`config.mk`:
```
export PLATFORM = sky130hd
export DESIGN_NAME = cpu_alu_bit_datapath
export DESIGN_NICKNAME = d
export VERILOG_FILES = /design/src/cpu_alu_bit_datapath.v
export VERILOG_INCLUDE_DIRS = /design/src
export SDC_FILE = /design/constraint.sdc
export NUM_CORES = 2
export LEC_CHECK = 0
export BUFFER_PORTS_ARGS = -buffer_cell sky130_fd_sc_hd__clkbuf_2
export CAP_MARGIN = 10
export CORE_MARGIN = 2
export CORE_UTILIZATION = 45
export CTS_CLUSTER_SIZE = 14
export DETAILED_ROUTE_END_ITERATION = 10
export PLACE_DENSITY_LB_ADDON = 0.12
export SLEW_MARGIN = 25
export SYNTH_ARGS = -nofsm -noshare
export SYNTH_HDL_FRONTEND = slang
export SYNTH_SLANG_ARGS = --single-unit
export TNS_END_PERCENT = 100
```
`constraint.sdc`:
```
create_clock -name ref_clk -period 54 [get_ports ref_clk]
set_input_delay 2.7 -clock ref_clk [delete_from_list [all_inputs] [get_ports ref_clk]]
set_output_delay 2.7 -clock ref_clk [all_outputs]
set_load 0.005 [all_outputs]
```
`src/cpu_alu_consts.vh`:
```
// Purpose: constants of the cpu execution datapath
// Assumes: included by the datapath only
// Notes:   byte offsets on a 32-bit Avalon-MM slave
`ifndef CPU_ALU_CONSTS_VH
`define CPU_ALU_CONSTS_VH
// ==========================================
// register offsets
`define OFS_CMD   6'h00
`define OFS_FLAGS 6'h04
`define OFS_IMM   6'h08
`define OFS_DISP  6'h0c
`define OFS_GPR   6'h20
// ==========================================
// flag bit positions
`define F_C 0
`define F_V 1
`define F_Z 2
`define F_N 3
`define F_H 5
`define FLAGS_RST 8'h00
// ==========================================
// command word fields
`define C_OP   5:0
`define C_WORD 6
`define C_IMM  7
`define C_MEM  8
`define C_DST  12:9
`define C_SRC  16:13
`define C_MODE 18:17
`define C_ABS8 19
`define M_IND  2'h0
`define M_D16  2'h1
`define M_D8   2'h2
`define M_ABS  2'h3
// ==========================================
// operations
`define OP_MOV        6'h00
`define OP_LD         6'h01
`define OP_ST         6'h02
`define OP_LD_POSTINC 6'h03
`define OP_ST_PREDEC  6'h04
`define OP_POP        6'h05
`define OP_PUSH       6'h06
`define OP_ADD        6'h07
`define OP_ADD_C      6'h08
`define OP_SUB        6'h09
`define OP_SUB_C      6'h0a
`define OP_CMP        6'h0b
`define OP_NEG        6'h0c
`define OP_INC        6'h0d
`define OP_DEC        6'h0e
`define OP_ADDR_ADD   6'h0f
`define OP_ADDR_SUB   6'h10
`define OP_DEC_ADJ_A  6'h11
`define OP_DEC_ADJ_S  6'h12
`define OP_UMUL       6'h13
`define OP_UDIV       6'h14
`define OP_AND        6'h15
`define OP_OR         6'h16
`define OP_XOR        6'h17
`define OP_NOT        6'h18
`define OP_BIT_ONE    6'h19
`define OP_BIT_ZERO   6'h1a
`define OP_BIT_INV    6'h1b
`define OP_BIT_TEST   6'h1c
`define OP_BIT_TO_C   6'h1d
`define OP_IBIT_TO_C  6'h1e
`define OP_C_TO_BIT   6'h1f
`define OP_IC_TO_BIT  6'h20
`define OP_C_AND_BIT  6'h21
`define OP_C_AND_IBIT 6'h22
`define OP_C_OR_BIT   6'h23
`define OP_C_OR_IBIT  6'h24
// ==========================================
// execution state counts
`define ST_REG    5'd2
`define ST_WIMM   5'd4
`define ST_IND    5'd4
`define ST_D16    5'd6
`define ST_PTR    5'd6
`define ST_MULDIV 5'd14
`define ST_BITRMW 5'd8
`define ST_BITRD  5'd6
`endif

```
`src/cpu_alu_bit_datapath.v`:
```
// Purpose: execution datapath, moves, arithmetic, logic and bit ops
// Assumes: memory port answers with memAck; software issues via Avalon
// Notes:   command accepted only while idle; writes stall when busy
//
// Behaviour
// - register operands are 8 or 16 bits
// - immediates of 3, 8 and 16 bits
// - 8/16-bit displacement and absolute addressing
// - each flag follows its per-operation treatment
// - moves set N Z, clear V
// - post-increment load bumps pointer, 6 states
// - pre-decrement store lowers pointer, then writes
// - pop and push move stack pointer by two
// - decimal adjust corrects byte, sets N Z
// - 8x8 unsigned multiply, 14 states, flags kept
// - 16/8 unsigned divide, remainder high, quotient low
// - byte logic ops set N Z, clear V
// - bit force one, register or memory byte
// - bit force zero, same timing, flags kept
// - bit invert writes byte back, flags kept
// - bit test puts inverted bit in Z
// - bit to carry, plain or inverted
// - carry to bit, plain or inverted
// - carry ANDed with bit or its inverse
// - carry ORed with bit or its inverse
// - word arithmetic half carry from bit 11, except carry-chained ops (bit 3)
// - carry-chained ops keep Z only on zero
// - divide N from divisor sign, Z divisor zero
// - decimal adjust add sets carry from correction
`timescale 1ns/1ps
`include "cpu_alu_consts.vh"

module cpu_alu_bit_datapath (
   input  wire        ref_clk,
   input  wire        sys_rst,
   input  wire [5:0]  avs_address,
   input  wire        avs_read,
   input  wire        avs_write,
   input  wire [31:0] avs_writedata,
   input  wire [3:0]  avs_byteenable,
   output wire [31:0] avs_readdata,
   output wire        avs_waitrequest,
   output wire        memReq,
   output wire        memWe,
   output wire        memByte,
   output wire [15:0] memAddr,
   output wire [15:0] memWdata,
   input  wire [15:0] memRdata,
   input  wire        memAck
);

   localparam S_IDLE = 3'h0, S_ADR = 3'h1, S_RD = 3'h2;
   localparam S_EXE  = 3'h3, S_WR  = 3'h4, S_HOLD = 3'h5;

   // ==========================================
   // functions
   function [18:0] arith;
      input [15:0] a;
      input [15:0] b;
      input        ci;
      input        sub;
      input        wd;
      reg   [15:0] bx;
      reg          cx;
      reg   [16:0] s;
      reg   [8:0]  s8;
      reg   [12:0] hs;
      reg          co, hc, ov;
      begin
         bx = sub ? ~b : b;
         cx = sub ? ~ci : ci;
         s  = {1'b0, a} + {1'b0, bx} + {16'h0000, cx};
         s8 = {1'b0, a[7:0]} + {1'b0, bx[7:0]} + {8'h00, cx};
         if (wd) begin
            hs = {1'b0, a[11:0]} + {1'b0, bx[11:0]} + {12'h000, cx};
            hc = hs[12];
            co = s[16];
            ov = (a[15] == bx[15]) & (s[15] != a[15]);
         end else begin
            hs = {9'h000, a[3:0]} + {9'h000, bx[3:0]} + {12'h000, cx};
            hc = hs[4];
            co = s8[8];
            ov = (a[7] == bx[7]) & (s8[7] != a[7]);
         end
         arith = {hc ^ sub, ov, co ^ sub, wd ? s[15:0] : {8'h00, s8[7:0]}};
      end
   endfunction

   function [1:0] negZero;
      input [15:0] r;
      input        wd;
      negZero = wd ? {r[15], r == 16'h0000} : {r[7], r[7:0] == 8'h00};
   endfunction

   function [15:0] laneMerge;
      input [15:0] old;
      input [15:0] nw;
      input [1:0]  be;
      laneMerge = {be[1] ? nw[15:8] : old[15:8], be[0] ? nw[7:0] : old[7:0]};
   endfunction

   // ==========================================
   // state
   reg  [15:0] gpr_ff [0:7];
   reg  [7:0]  flags_ff;
   reg  [15:0] imm_ff, disp_ff;
   reg  [19:0] cmd_ff;
   reg  [2:0]  state_ff;
   reg  [2:0]  nxt_state;
   reg  [4:0]  cnt_ff;
   reg  [15:0] addr_ff, wd_ff, md_ff;
   reg         ans_ff;
   reg  [31:0] rdata_ff;
   integer     i;

   // ==========================================
   // operand selection
   wire [5:0]  op      = cmd_ff[`C_OP];
   wire        word    = cmd_ff[`C_WORD];
   wire        useImm  = cmd_ff[`C_IMM];
   wire [3:0]  dIdx    = cmd_ff[`C_DST];
   wire [3:0]  sIdx    = cmd_ff[`C_SRC];
   wire [1:0]  mode    = cmd_ff[`C_MODE];
   wire [15:0] dW      = gpr_ff[dIdx[2:0]];
   wire [15:0] sW      = gpr_ff[sIdx[2:0]];
   wire [7:0]  d8      = dIdx[3] ? dW[7:0] : dW[15:8];
   wire [7:0]  s8      = sIdx[3] ? sW[7:0] : sW[15:8];
   wire [15:0] aOp     = word ? dW : {8'h00, d8};
   wire [15:0] immV    = word ? imm_ff : {8'h00, imm_ff[7:0]};
   wire [15:0] bOp     = useImm ? immV : (word ? sW : {8'h00, s8});
   wire        stk     = (op == `OP_POP) | (op == `OP_PUSH);
   wire        isBit   = op >= `OP_BIT_ONE;
   wire        memBit  = isBit & cmd_ff[`C_MEM];
   wire        bitRmw  = memBit & ((op <= `OP_BIT_INV) | (op == `OP_C_TO_BIT) | (op == `OP_IC_TO_BIT));
   wire        loadOp  = (op == `OP_LD) | (op == `OP_LD_POSTINC);
   wire        memRead = loadOp | (op == `OP_POP) | memBit;
   wire        memWr   = (op == `OP_ST) | (op == `OP_ST_PREDEC) | (op == `OP_PUSH) | bitRmw;
   wire [2:0]  baseIdx = stk ? 3'h7 : (loadOp ? sIdx[2:0] : dIdx[2:0]);
   wire [15:0] base    = gpr_ff[baseIdx];
   wire [15:0] step    = (word | stk) ? 16'h0002 : 16'h0001;
   wire        busy    = state_ff != S_IDLE;
   reg  [15:0] ea;
   reg  [4:0]  need;

   // ==========================================
   // effective address
   always @* begin
      case (mode)
         `M_D16:  ea = base + disp_ff;
         `M_D8:   ea = base + {{8{disp_ff[7]}}, disp_ff[7:0]};
         `M_ABS:  ea = cmd_ff[`C_ABS8] ? {8'hff, disp_ff[7:0]} : disp_ff;
         default: ea = base;
      endcase
      if ((op == `OP_ST_PREDEC) | (op == `OP_PUSH)) begin
         ea = base - step;
      end else if ((op == `OP_LD_POSTINC) | (op == `OP_POP)) begin
         ea = base;
      end
   end

   // ==========================================
   // state counts
   always @* begin
      if ((op == `OP_UMUL) | (op == `OP_UDIV)) begin
         need = `ST_MULDIV;
      end else if (memBit) begin
         need = bitRmw ? `ST_BITRMW : `ST_BITRD;
      end else if ((op == `OP_LD_POSTINC) | (op == `OP_ST_PREDEC) | stk) begin
         need = `ST_PTR;
      end else if ((op == `OP_LD) | (op == `OP_ST)) begin
         need = (mode == `M_IND) | ((mode == `M_ABS) & cmd_ff[`C_ABS8]) ? `ST_IND : `ST_D16;
      end else if ((op == `OP_MOV) & word & useImm) begin
         need = `ST_WIMM;
      end else begin
         need = `ST_REG;
      end
   end

   // ==========================================
   // execution
   wire        isSub = (op == `OP_SUB) | (op == `OP_SUB_C) | (op == `OP_CMP) | (op == `OP_NEG) | (op == `OP_DEC);
   wire        chain = (op == `OP_ADD_C) | (op == `OP_SUB_C);
   wire        incDec = (op == `OP_INC) | (op == `OP_DEC);
   wire [15:0] arA = (op == `OP_NEG) ? 16'h0000 : aOp;
   wire [15:0] arB = (op == `OP_NEG) ? aOp : (incDec ? 16'h0001 : bOp);
   wire [18:0] ar  = arith(arA, arB, chain & flags_ff[`F_C], isSub, word & ~incDec & ~chain);
   wire [2:0]  bn  = useImm ? imm_ff[2:0] : s8[2:0];
   wire [7:0]  ob  = memBit ? md_ff[7:0] : d8;
   wire [7:0]  msk = 8'h01 << bn;
   wire        selBit = ob[bn];
   wire        adjL = flags_ff[`F_H] | (d8[3:0] > 4'h9);
   wire        adjH = flags_ff[`F_C] | (d8 > 8'h99);
   wire [15:0] mulP = {8'h00, dW[7:0]} * {8'h00, s8};
   wire [15:0] quo  = (s8 == 8'h00) ? 16'h00ff : dW / {8'h00, s8};
   wire [15:0] rem  = (s8 == 8'h00) ? dW : dW % {8'h00, s8};
   reg  [15:0] res, ptrV, nWd;
   reg  [7:0]  nFl;
   reg         wrD, wrW, wrP;

   always @* begin
      res  = ar[15:0];
      nFl  = flags_ff;
      wrD  = 1'b0;
      wrW  = 1'b0;
      wrP  = 1'b0;
      ptrV = base;
      nWd  = word ? sW : {8'h00, s8};
      case (op)
         `OP_MOV, `OP_LD, `OP_LD_POSTINC, `OP_POP, `OP_ST, `OP_ST_PREDEC, `OP_PUSH: begin
            if (op == `OP_MOV) begin
               res = bOp;
            end else if (memRead) begin
               res = word | stk ? md_ff : {8'h00, md_ff[7:0]};
            end else begin
               res = nWd;
            end
            {nFl[`F_N], nFl[`F_Z]} = negZero(res, word | stk);
            nFl[`F_V] = 1'b0;
            wrD = memRead | (op == `OP_MOV);
            wrP = (op == `OP_LD_POSTINC) | (op == `OP_ST_PREDEC) | stk;
            ptrV = (op == `OP_LD_POSTINC) | (op == `OP_POP) ? base + step : base - step;
         end
         `OP_ADD, `OP_SUB, `OP_CMP, `OP_NEG, `OP_ADD_C, `OP_SUB_C: begin
            nFl[`F_H] = ar[18];
            nFl[`F_V] = ar[17];
            nFl[`F_C] = ar[16];
            {nFl[`F_N], nFl[`F_Z]} = negZero(res, word & ~chain);
            if (chain) begin
               nFl[`F_Z] = (res[7:0] == 8'h00) & flags_ff[`F_Z];
            end
            wrD = op != `OP_CMP;
         end
         `OP_INC, `OP_DEC: begin
            {nFl[`F_N], nFl[`F_Z]} = negZero(res, 1'b0);
            nFl[`F_V] = ar[17];
            wrD = 1'b1;
         end
         `OP_ADDR_ADD, `OP_ADDR_SUB: begin
            res = (op == `OP_ADDR_ADD) ? dW + (imm_ff[1] ? 16'h0002 : 16'h0001)
                                       : dW - (imm_ff[1] ? 16'h0002 : 16'h0001);
            wrW = 1'b1;
         end
         `OP_DEC_ADJ_A, `OP_DEC_ADJ_S: begin
            if (op == `OP_DEC_ADJ_A) begin
               res = {8'h00, d8 + (adjH ? 8'h60 : 8'h00) + (adjL ? 8'h06 : 8'h00)};
               nFl[`F_C] = adjH;
            end else begin
               res = {8'h00, d8 - (flags_ff[`F_C] ? 8'h60 : 8'h00) - (flags_ff[`F_H] ? 8'h06 : 8'h00)};
            end
            {nFl[`F_N], nFl[`F_Z]} = negZero(res, 1'b0);
            wrD = 1'b1;
         end
         `OP_UMUL: begin
            res = mulP;
            wrW = 1'b1;
         end
         `OP_UDIV: begin
            res = {rem[7:0], quo[7:0]};
            nFl[`F_N] = s8[7];
            nFl[`F_Z] = s8 == 8'h00;
            wrW = 1'b1;
         end
         `OP_AND, `OP_OR, `OP_XOR, `OP_NOT: begin
            res = {8'h00, (op == `OP_AND) ? d8 & bOp[7:0] : (op == `OP_OR) ? d8 | bOp[7:0] :
                          (op == `OP_XOR) ? d8 ^ bOp[7:0] : ~d8};
            {nFl[`F_N], nFl[`F_Z]} = negZero(res, 1'b0);
            nFl[`F_V] = 1'b0;
            wrD = 1'b1;
         end
         `OP_BIT_ONE, `OP_BIT_ZERO, `OP_BIT_INV, `OP_C_TO_BIT, `OP_IC_TO_BIT: begin
            case (op)
               `OP_BIT_ONE:  res = {8'h00, ob | msk};
               `OP_BIT_ZERO: res = {8'h00, ob & ~msk};
               `OP_BIT_INV:  res = {8'h00, ob ^ msk};
               `OP_C_TO_BIT: res = {8'h00, flags_ff[`F_C] ? ob | msk : ob & ~msk};
               default:      res = {8'h00, flags_ff[`F_C] ? ob & ~msk : ob | msk};
            endcase
            wrD = ~memBit;
            nWd = res;
         end
         `OP_BIT_TEST: nFl[`F_Z] = ~selBit;
         `OP_BIT_TO_C: nFl[`F_C] = selBit;
         `OP_IBIT_TO_C: nFl[`F_C] = ~selBit;
         `OP_C_AND_BIT: nFl[`F_C] = flags_ff[`F_C] & selBit;
         `OP_C_AND_IBIT: nFl[`F_C] = flags_ff[`F_C] & ~selBit;
         `OP_C_OR_BIT: nFl[`F_C] = flags_ff[`F_C] | selBit;
         `OP_C_OR_IBIT: nFl[`F_C] = flags_ff[`F_C] | ~selBit;
         default: nFl = flags_ff;
      endcase
   end

   // ==========================================
   // sequencer
   wire done = cnt_ff >= need - 5'd1;
   wire req = avs_read | avs_write;
   wire stall = avs_write & busy;
   wire take = req & ~ans_ff & ~stall;
   wire wrNow = avs_write & ans_ff;
   wire start = wrNow & (avs_address == `OFS_CMD);

   always @* begin
      case (state_ff)
         S_IDLE: nxt_state = start ? S_ADR : S_IDLE;
         S_ADR:  nxt_state = memRead ? S_RD : S_EXE;
         S_RD:   nxt_state = memAck ? S_EXE : S_RD;
         S_EXE:  nxt_state = memWr ? S_WR : (done ? S_IDLE : S_HOLD);
         S_WR:   nxt_state = memAck ? (done ? S_IDLE : S_HOLD) : S_WR;
         S_HOLD: nxt_state = done ? S_IDLE : S_HOLD;
         default: nxt_state = S_IDLE;
      endcase
   end

   always @(posedge ref_clk) begin
      if (sys_rst) begin
         state_ff <= S_IDLE;
         cnt_ff   <= 5'd0;
         addr_ff  <= 16'h0000;
         wd_ff    <= 16'h0000;
         md_ff    <= 16'h0000;
      end else begin
         state_ff <= nxt_state;
         cnt_ff   <= (state_ff == S_IDLE) ? 5'd0 : cnt_ff + 5'd1;
         if (state_ff == S_ADR) addr_ff <= ea;
         if ((state_ff == S_RD) & memAck) md_ff <= memRdata;
         if (state_ff == S_EXE) wd_ff <= nWd;
      end
   end

   // ==========================================
   // register file, flags and bus slave
   always @(posedge ref_clk) begin
      if (sys_rst) begin
         for (i = 0; i < 8; i = i + 1) begin
            gpr_ff[i] <= 16'h0000;
         end
         flags_ff <= `FLAGS_RST;
         imm_ff   <= 16'h0000;
         disp_ff  <= 16'h0000;
         cmd_ff   <= 20'h00000;
         ans_ff   <= 1'b0;
         rdata_ff <= 32'h00000000;
      end else begin
         ans_ff <= take;
         if (take) begin
            if (avs_address == `OFS_CMD) begin
               rdata_ff <= {busy, 11'h000, cmd_ff};
            end else if (avs_address == `OFS_FLAGS) begin
               rdata_ff <= {24'h000000, flags_ff};
            end else if (avs_address == `OFS_IMM) begin
               rdata_ff <= {16'h0000, imm_ff};
            end else if (avs_address == `OFS_DISP) begin
               rdata_ff <= {16'h0000, disp_ff};
            end else if (avs_address[5] & (avs_address[1:0] == 2'h0)) begin
               rdata_ff <= {16'h0000, gpr_ff[avs_address[4:2]]};
            end else begin
               rdata_ff <= 32'h00000000;
            end
         end
         if (wrNow) begin
            if (start) cmd_ff <= avs_writedata[19:0];
            if (avs_address == `OFS_FLAGS && avs_byteenable[0]) flags_ff <= avs_writedata[7:0];
            if (avs_address == `OFS_IMM) imm_ff <= laneMerge(imm_ff, avs_writedata[15:0], avs_byteenable[1:0]);
            if (avs_address == `OFS_DISP) disp_ff <= laneMerge(disp_ff, avs_writedata[15:0], avs_byteenable[1:0]);
            if (avs_address[5] & (avs_address[1:0] == 2'h0)) begin
               gpr_ff[avs_address[4:2]] <= laneMerge(gpr_ff[avs_address[4:2]], avs_writedata[15:0],
                                                     avs_byteenable[1:0]);
            end
         end
         if (state_ff == S_EXE) begin
            flags_ff <= nFl;
            if (wrP) gpr_ff[baseIdx] <= ptrV;
            if (wrW) begin
               gpr_ff[dIdx[2:0]] <= res;
            end else if (wrD & (word | stk)) begin
               gpr_ff[dIdx[2:0]] <= res;
            end else if (wrD & dIdx[3]) begin
               gpr_ff[dIdx[2:0]][7:0] <= res[7:0];
            end else if (wrD) begin
               gpr_ff[dIdx[2:0]][15:8] <= res[7:0];
            end
         end
      end
   end

   assign avs_waitrequest = req & ~ans_ff;
   assign avs_readdata    = rdata_ff;
   assign memReq          = (state_ff == S_RD) | (state_ff == S_WR);
   assign memWe           = state_ff == S_WR;
   assign memByte         = ~(word | stk);
   assign memAddr         = addr_ff;
   assign memWdata        = wd_ff;

endmodule

```
==> reports/qor.csv <==
stage,metric,value,unit
run_status,status,finished clean,
logic_synthesis,synth unique cells,99,
place,number of port buffers,105,
routing,Total Wirelength,146300,um
critical_path,critical path data arrival time,40.05,ns
layout,Post-Layout Cell Count,5082,
critical_path,CP max-delay cell,o31ai_2,
timing,Max Transition Viols Final,0,
logic_synthesis,combinational family with the most area after synthesis,compound AO/OA/AOI/OAI gates,
timing,fmax,25.13,MHz
logic_synthesis,ys async rst share,0,
clock_network,Clock Latency Late Sink,0.58,ns
timing,# setup viols final,0,
critical_path,r2r worst-path depth,157,
logic_synthesis,Post-synth top flop,dfxtp_1,
die,I/O pin cnt,131,
routing,Met2 Wirelength,61160,um
clock_network,TritonCTS Buffers,35,
logic_synthesis,synthesized area per cell,7.888,um2
timing,Worst slew margin,0.1761,
global_route,initial antenna violation count,4,
critical_path,worst r2r dst,gpr_ff[4][8],
routing,initial DRC count,4281,
critical_path,Critical Path Fanout Max,40,
die,Chip Height,272.1,um
logic_synthesis,Mapped Area,0.03235,mm2
timing,unrepaired setup endpoints after global routing,no,
routing,Via Count,33422,
die,die area,0.07406,mm2
clock_network,"Setup Fix Bufs, Post-CTS",0,
timing,clk_skew,0.02515,ns
logic_synthesis,post-synthesis xor/xnor area fraction,0.03790,
hold_path,Hold EP,memWdata[8],
die,chip width,272.1,um
logic_synthesis,mux share of post-synthesis cell area,0.1328,
routing,Remaining DRCs,0,
die,Initial Utilization,0.4534,
clock_network,Clock Pin Slew Worst Setup and Hold Paths,0.06,ns
logic_synthesis,Mapped Cells,4102,
routing,Antenna Nets Post-Route,0,
timing,period utilisation layout,0.7368,
critical_path,CP peak stage delay,0.78,ns
hold_path,hold depth,2,
routing,DR pass1 iterations,7,
global_route,Tot GR Track Use,0.3851,
layout,# nets final,4457,
routing,Routed met3 length,17390,um
clock_network,H-tree Lvls,2,
clock_network,CTS tree,done,
layout,n_diodes,0,
global_route,largest net degree at the start of global routing,69,
logic_synthesis,Synth Area in Compound Gates,0.2381,
clock_network,"Hold-fix buffers, CTS",0,
global_route,first-pass GRT wire length,210600,um
routing,Top Metal Used,met5,
job,MaxCap Viol Count,0,
place,# placed instances,5017,
logic_synthesis,Synth Area in Simple Gates,0.2049,
critical_path,crit path launch type,register,
hold_path,hold_sp,memWdata[8],
clock_network,Root Buffer,clkbuf_16,
hold_path,Hold Path Class,reg -> reg,
clock_network,Resized Gates After CTS,0,
critical_path,Crit Path Class,reg -> reg,
logic_synthesis,register bit total from synthesis,272,
critical_path,Setup crit end kind,register,
layout,share of post-route cells with drive strength above 1,0.1254,
routing,M1 WL,58390,um
clock_network,CTS sink cnt,272,
logic_synthesis,Synth Area in Adders,0.1223,
timing,Worst-Margin Slew,1.227,ns
critical_path,most frequent CP cell,o21a_1,
timing,post-route minimum period,39.79,ns
timing,Setup Total Neg Slack,0,ns
die,placement row count,98,
place,gp weighted congestion,1.033,
logic_synthesis,"EDFF count, synth",128,
routing,DR WL/cell,28.79,um
critical_path,r2r setup slk,14.21,ns
logic_synthesis,share of the yosys chip area belonging to registers,0.2079,
logic_synthesis,Synth warnings,0,
global_route,grt total ovfl,0,
place,post-DP HPWL,110500,um
layout,fillers,7163,
critical_path,Worst Path Required,54.26,ns
timing,final hold violation count,0,
layout,Layout area overhead,8.539,%
clock_network,worst-case clock buffer depth,3,
routing,vias per cell,6.577,
die,core region area,0.07136,mm2
global_route,vias in the first global route,30817,
[metrics by stage]
| step | util | setup WS, ns | instance area (um2) | hold WS [ns] |
|---|---|---|---|---|
| 6_report | 0.4921 | 14.21 | 35120 | 0.4507 |
| 5_1_grt | 0.4921 | 10.74 | 35120 | 0.4728 |
| 4_1_cts | 0.4920 | 14.59 | 35110 | 0.4512 |
| 3_5_place_dp | 0.4750 | 14.72 | 33900 | 0.4430 |
| 3_3_place_gp | 0.4747 | 15.10 | 33870 | 0.4405 |
| 2_1_floorplan | - | 20.66 | 32390 | 0.4300 |
[area by class of cell]
cell class,count,area [um2],share of cell area
multi-input cells,3392,23980,0.6828
flip-flops and latches,272,6730,0.1916
repair buffers,200,1241,0.03534
well taps,950,1189,0.03385
clock buffers,48,1017,0.02897
inverters,204,765.7,0.02180
clock inverters,16,196.4,0.005594
[cell usage in the layout (no fill, tap or decap), drive strengths merged, types with 18 or more instances in the layout]
master and count:
o21a 68, a21o 35, dfxtp 144, xnor2 100
mux2i 117, and2 41, mux2 103, nand2b 45
and3 21, a221oi 55, a21oi 285, nand2 593
nor2b 27, nand4 40, nor3 129, a22oi 30
buf 96, or2 23, o21bai 38, nor2 369
inv 206, o22ai 66, fa 44, a31oi 26
a22o 65, or3 18, nand3 126, clkbuf 152
o21ai 248, mux4 87, edfxtp 128, a211oi 56
xor2 40, o221ai 28, o211ai 41, ha 245
o31ai 25
[Yosys cell counts (all sizes together) (66+ instances only)]
cell,instances,area share
mux2i,117,0.036
clkbuf,179,0.021
mux4,87,0.061
inv,203,0.024
o21a,68,0.016
nor3,129,0.021
ha,245,0.095
o22ai,66,0.013
dfxtp,144,0.089
xnor2,100,0.027
nor2,369,0.043
nand2,593,0.069
nand3,126,0.020
o21ai,248,0.038
edfxtp,128,0.12
mux2,103,0.036
a21oi,285,0.045
[cell families (layout without fill, tap and decap cells)]
kind of cell	count (synthesis)	in the layout
simple gates	1478	1478
compound gates	1165	1165
buf+inv	448	468
mux	307	307
fa+ha+maj	290	290
flops	272	272
xor+xnor	140	140
other cells	2	12
[sequential cells by signal, summed over array words and instances (netlist names), named ones only]
name and flops:
flags_ff 8, cmd_ff 20, imm_ff 16, gpr_ff 128, md_ff 16, cnt_ff 5
state_ff 3, memWdata 16, disp_ff 16, avs_readdata 21, ans_ff 1, memAddr 16
[metal layers]
layer	global-route usage	vias to the layer above
met1	0.5051	15924
met2	0.5725	1955
met3	0.1059	424
met4	0.2115	8
met5	0	-
li1	-	15111
[how the worst max path moves through the flow]
| stage | slack, ns | start | cells after the start | to |
|---|---|---|---|---|
| 2_1_floorplan | 20.66 | register | 163 | gpr_ff[0][14] |
| 3_3_place_gp | 15.10 | register | 158 | gpr_ff[4][8] |
| 3_5_place_dp | 14.72 | register | 158 | gpr_ff[4][8] |
| 4_1_cts | 14.59 | register | 158 | gpr_ff[4][8] |
| 5_1_grt | 10.74 | register | 159 | gpr_ff[1][8] |
| 6_report | 14.21 | register | 157 | gpr_ff[4][8] |
[critical path: cells and delay by family, from the launching register on]
family | cells | cell delay (ns)
mux | 7 | 2.91
flops | 1 | 0.31
buf+inv | 5 | 1.22
simple gates | 44 | 10.44
compound gates | 86 | 19.86
fa+ha+maj | 15 | 4.52
Power is not shown: default switching activity piles up to over one toggle a cycle in this logic, so the estimate is an artifact.
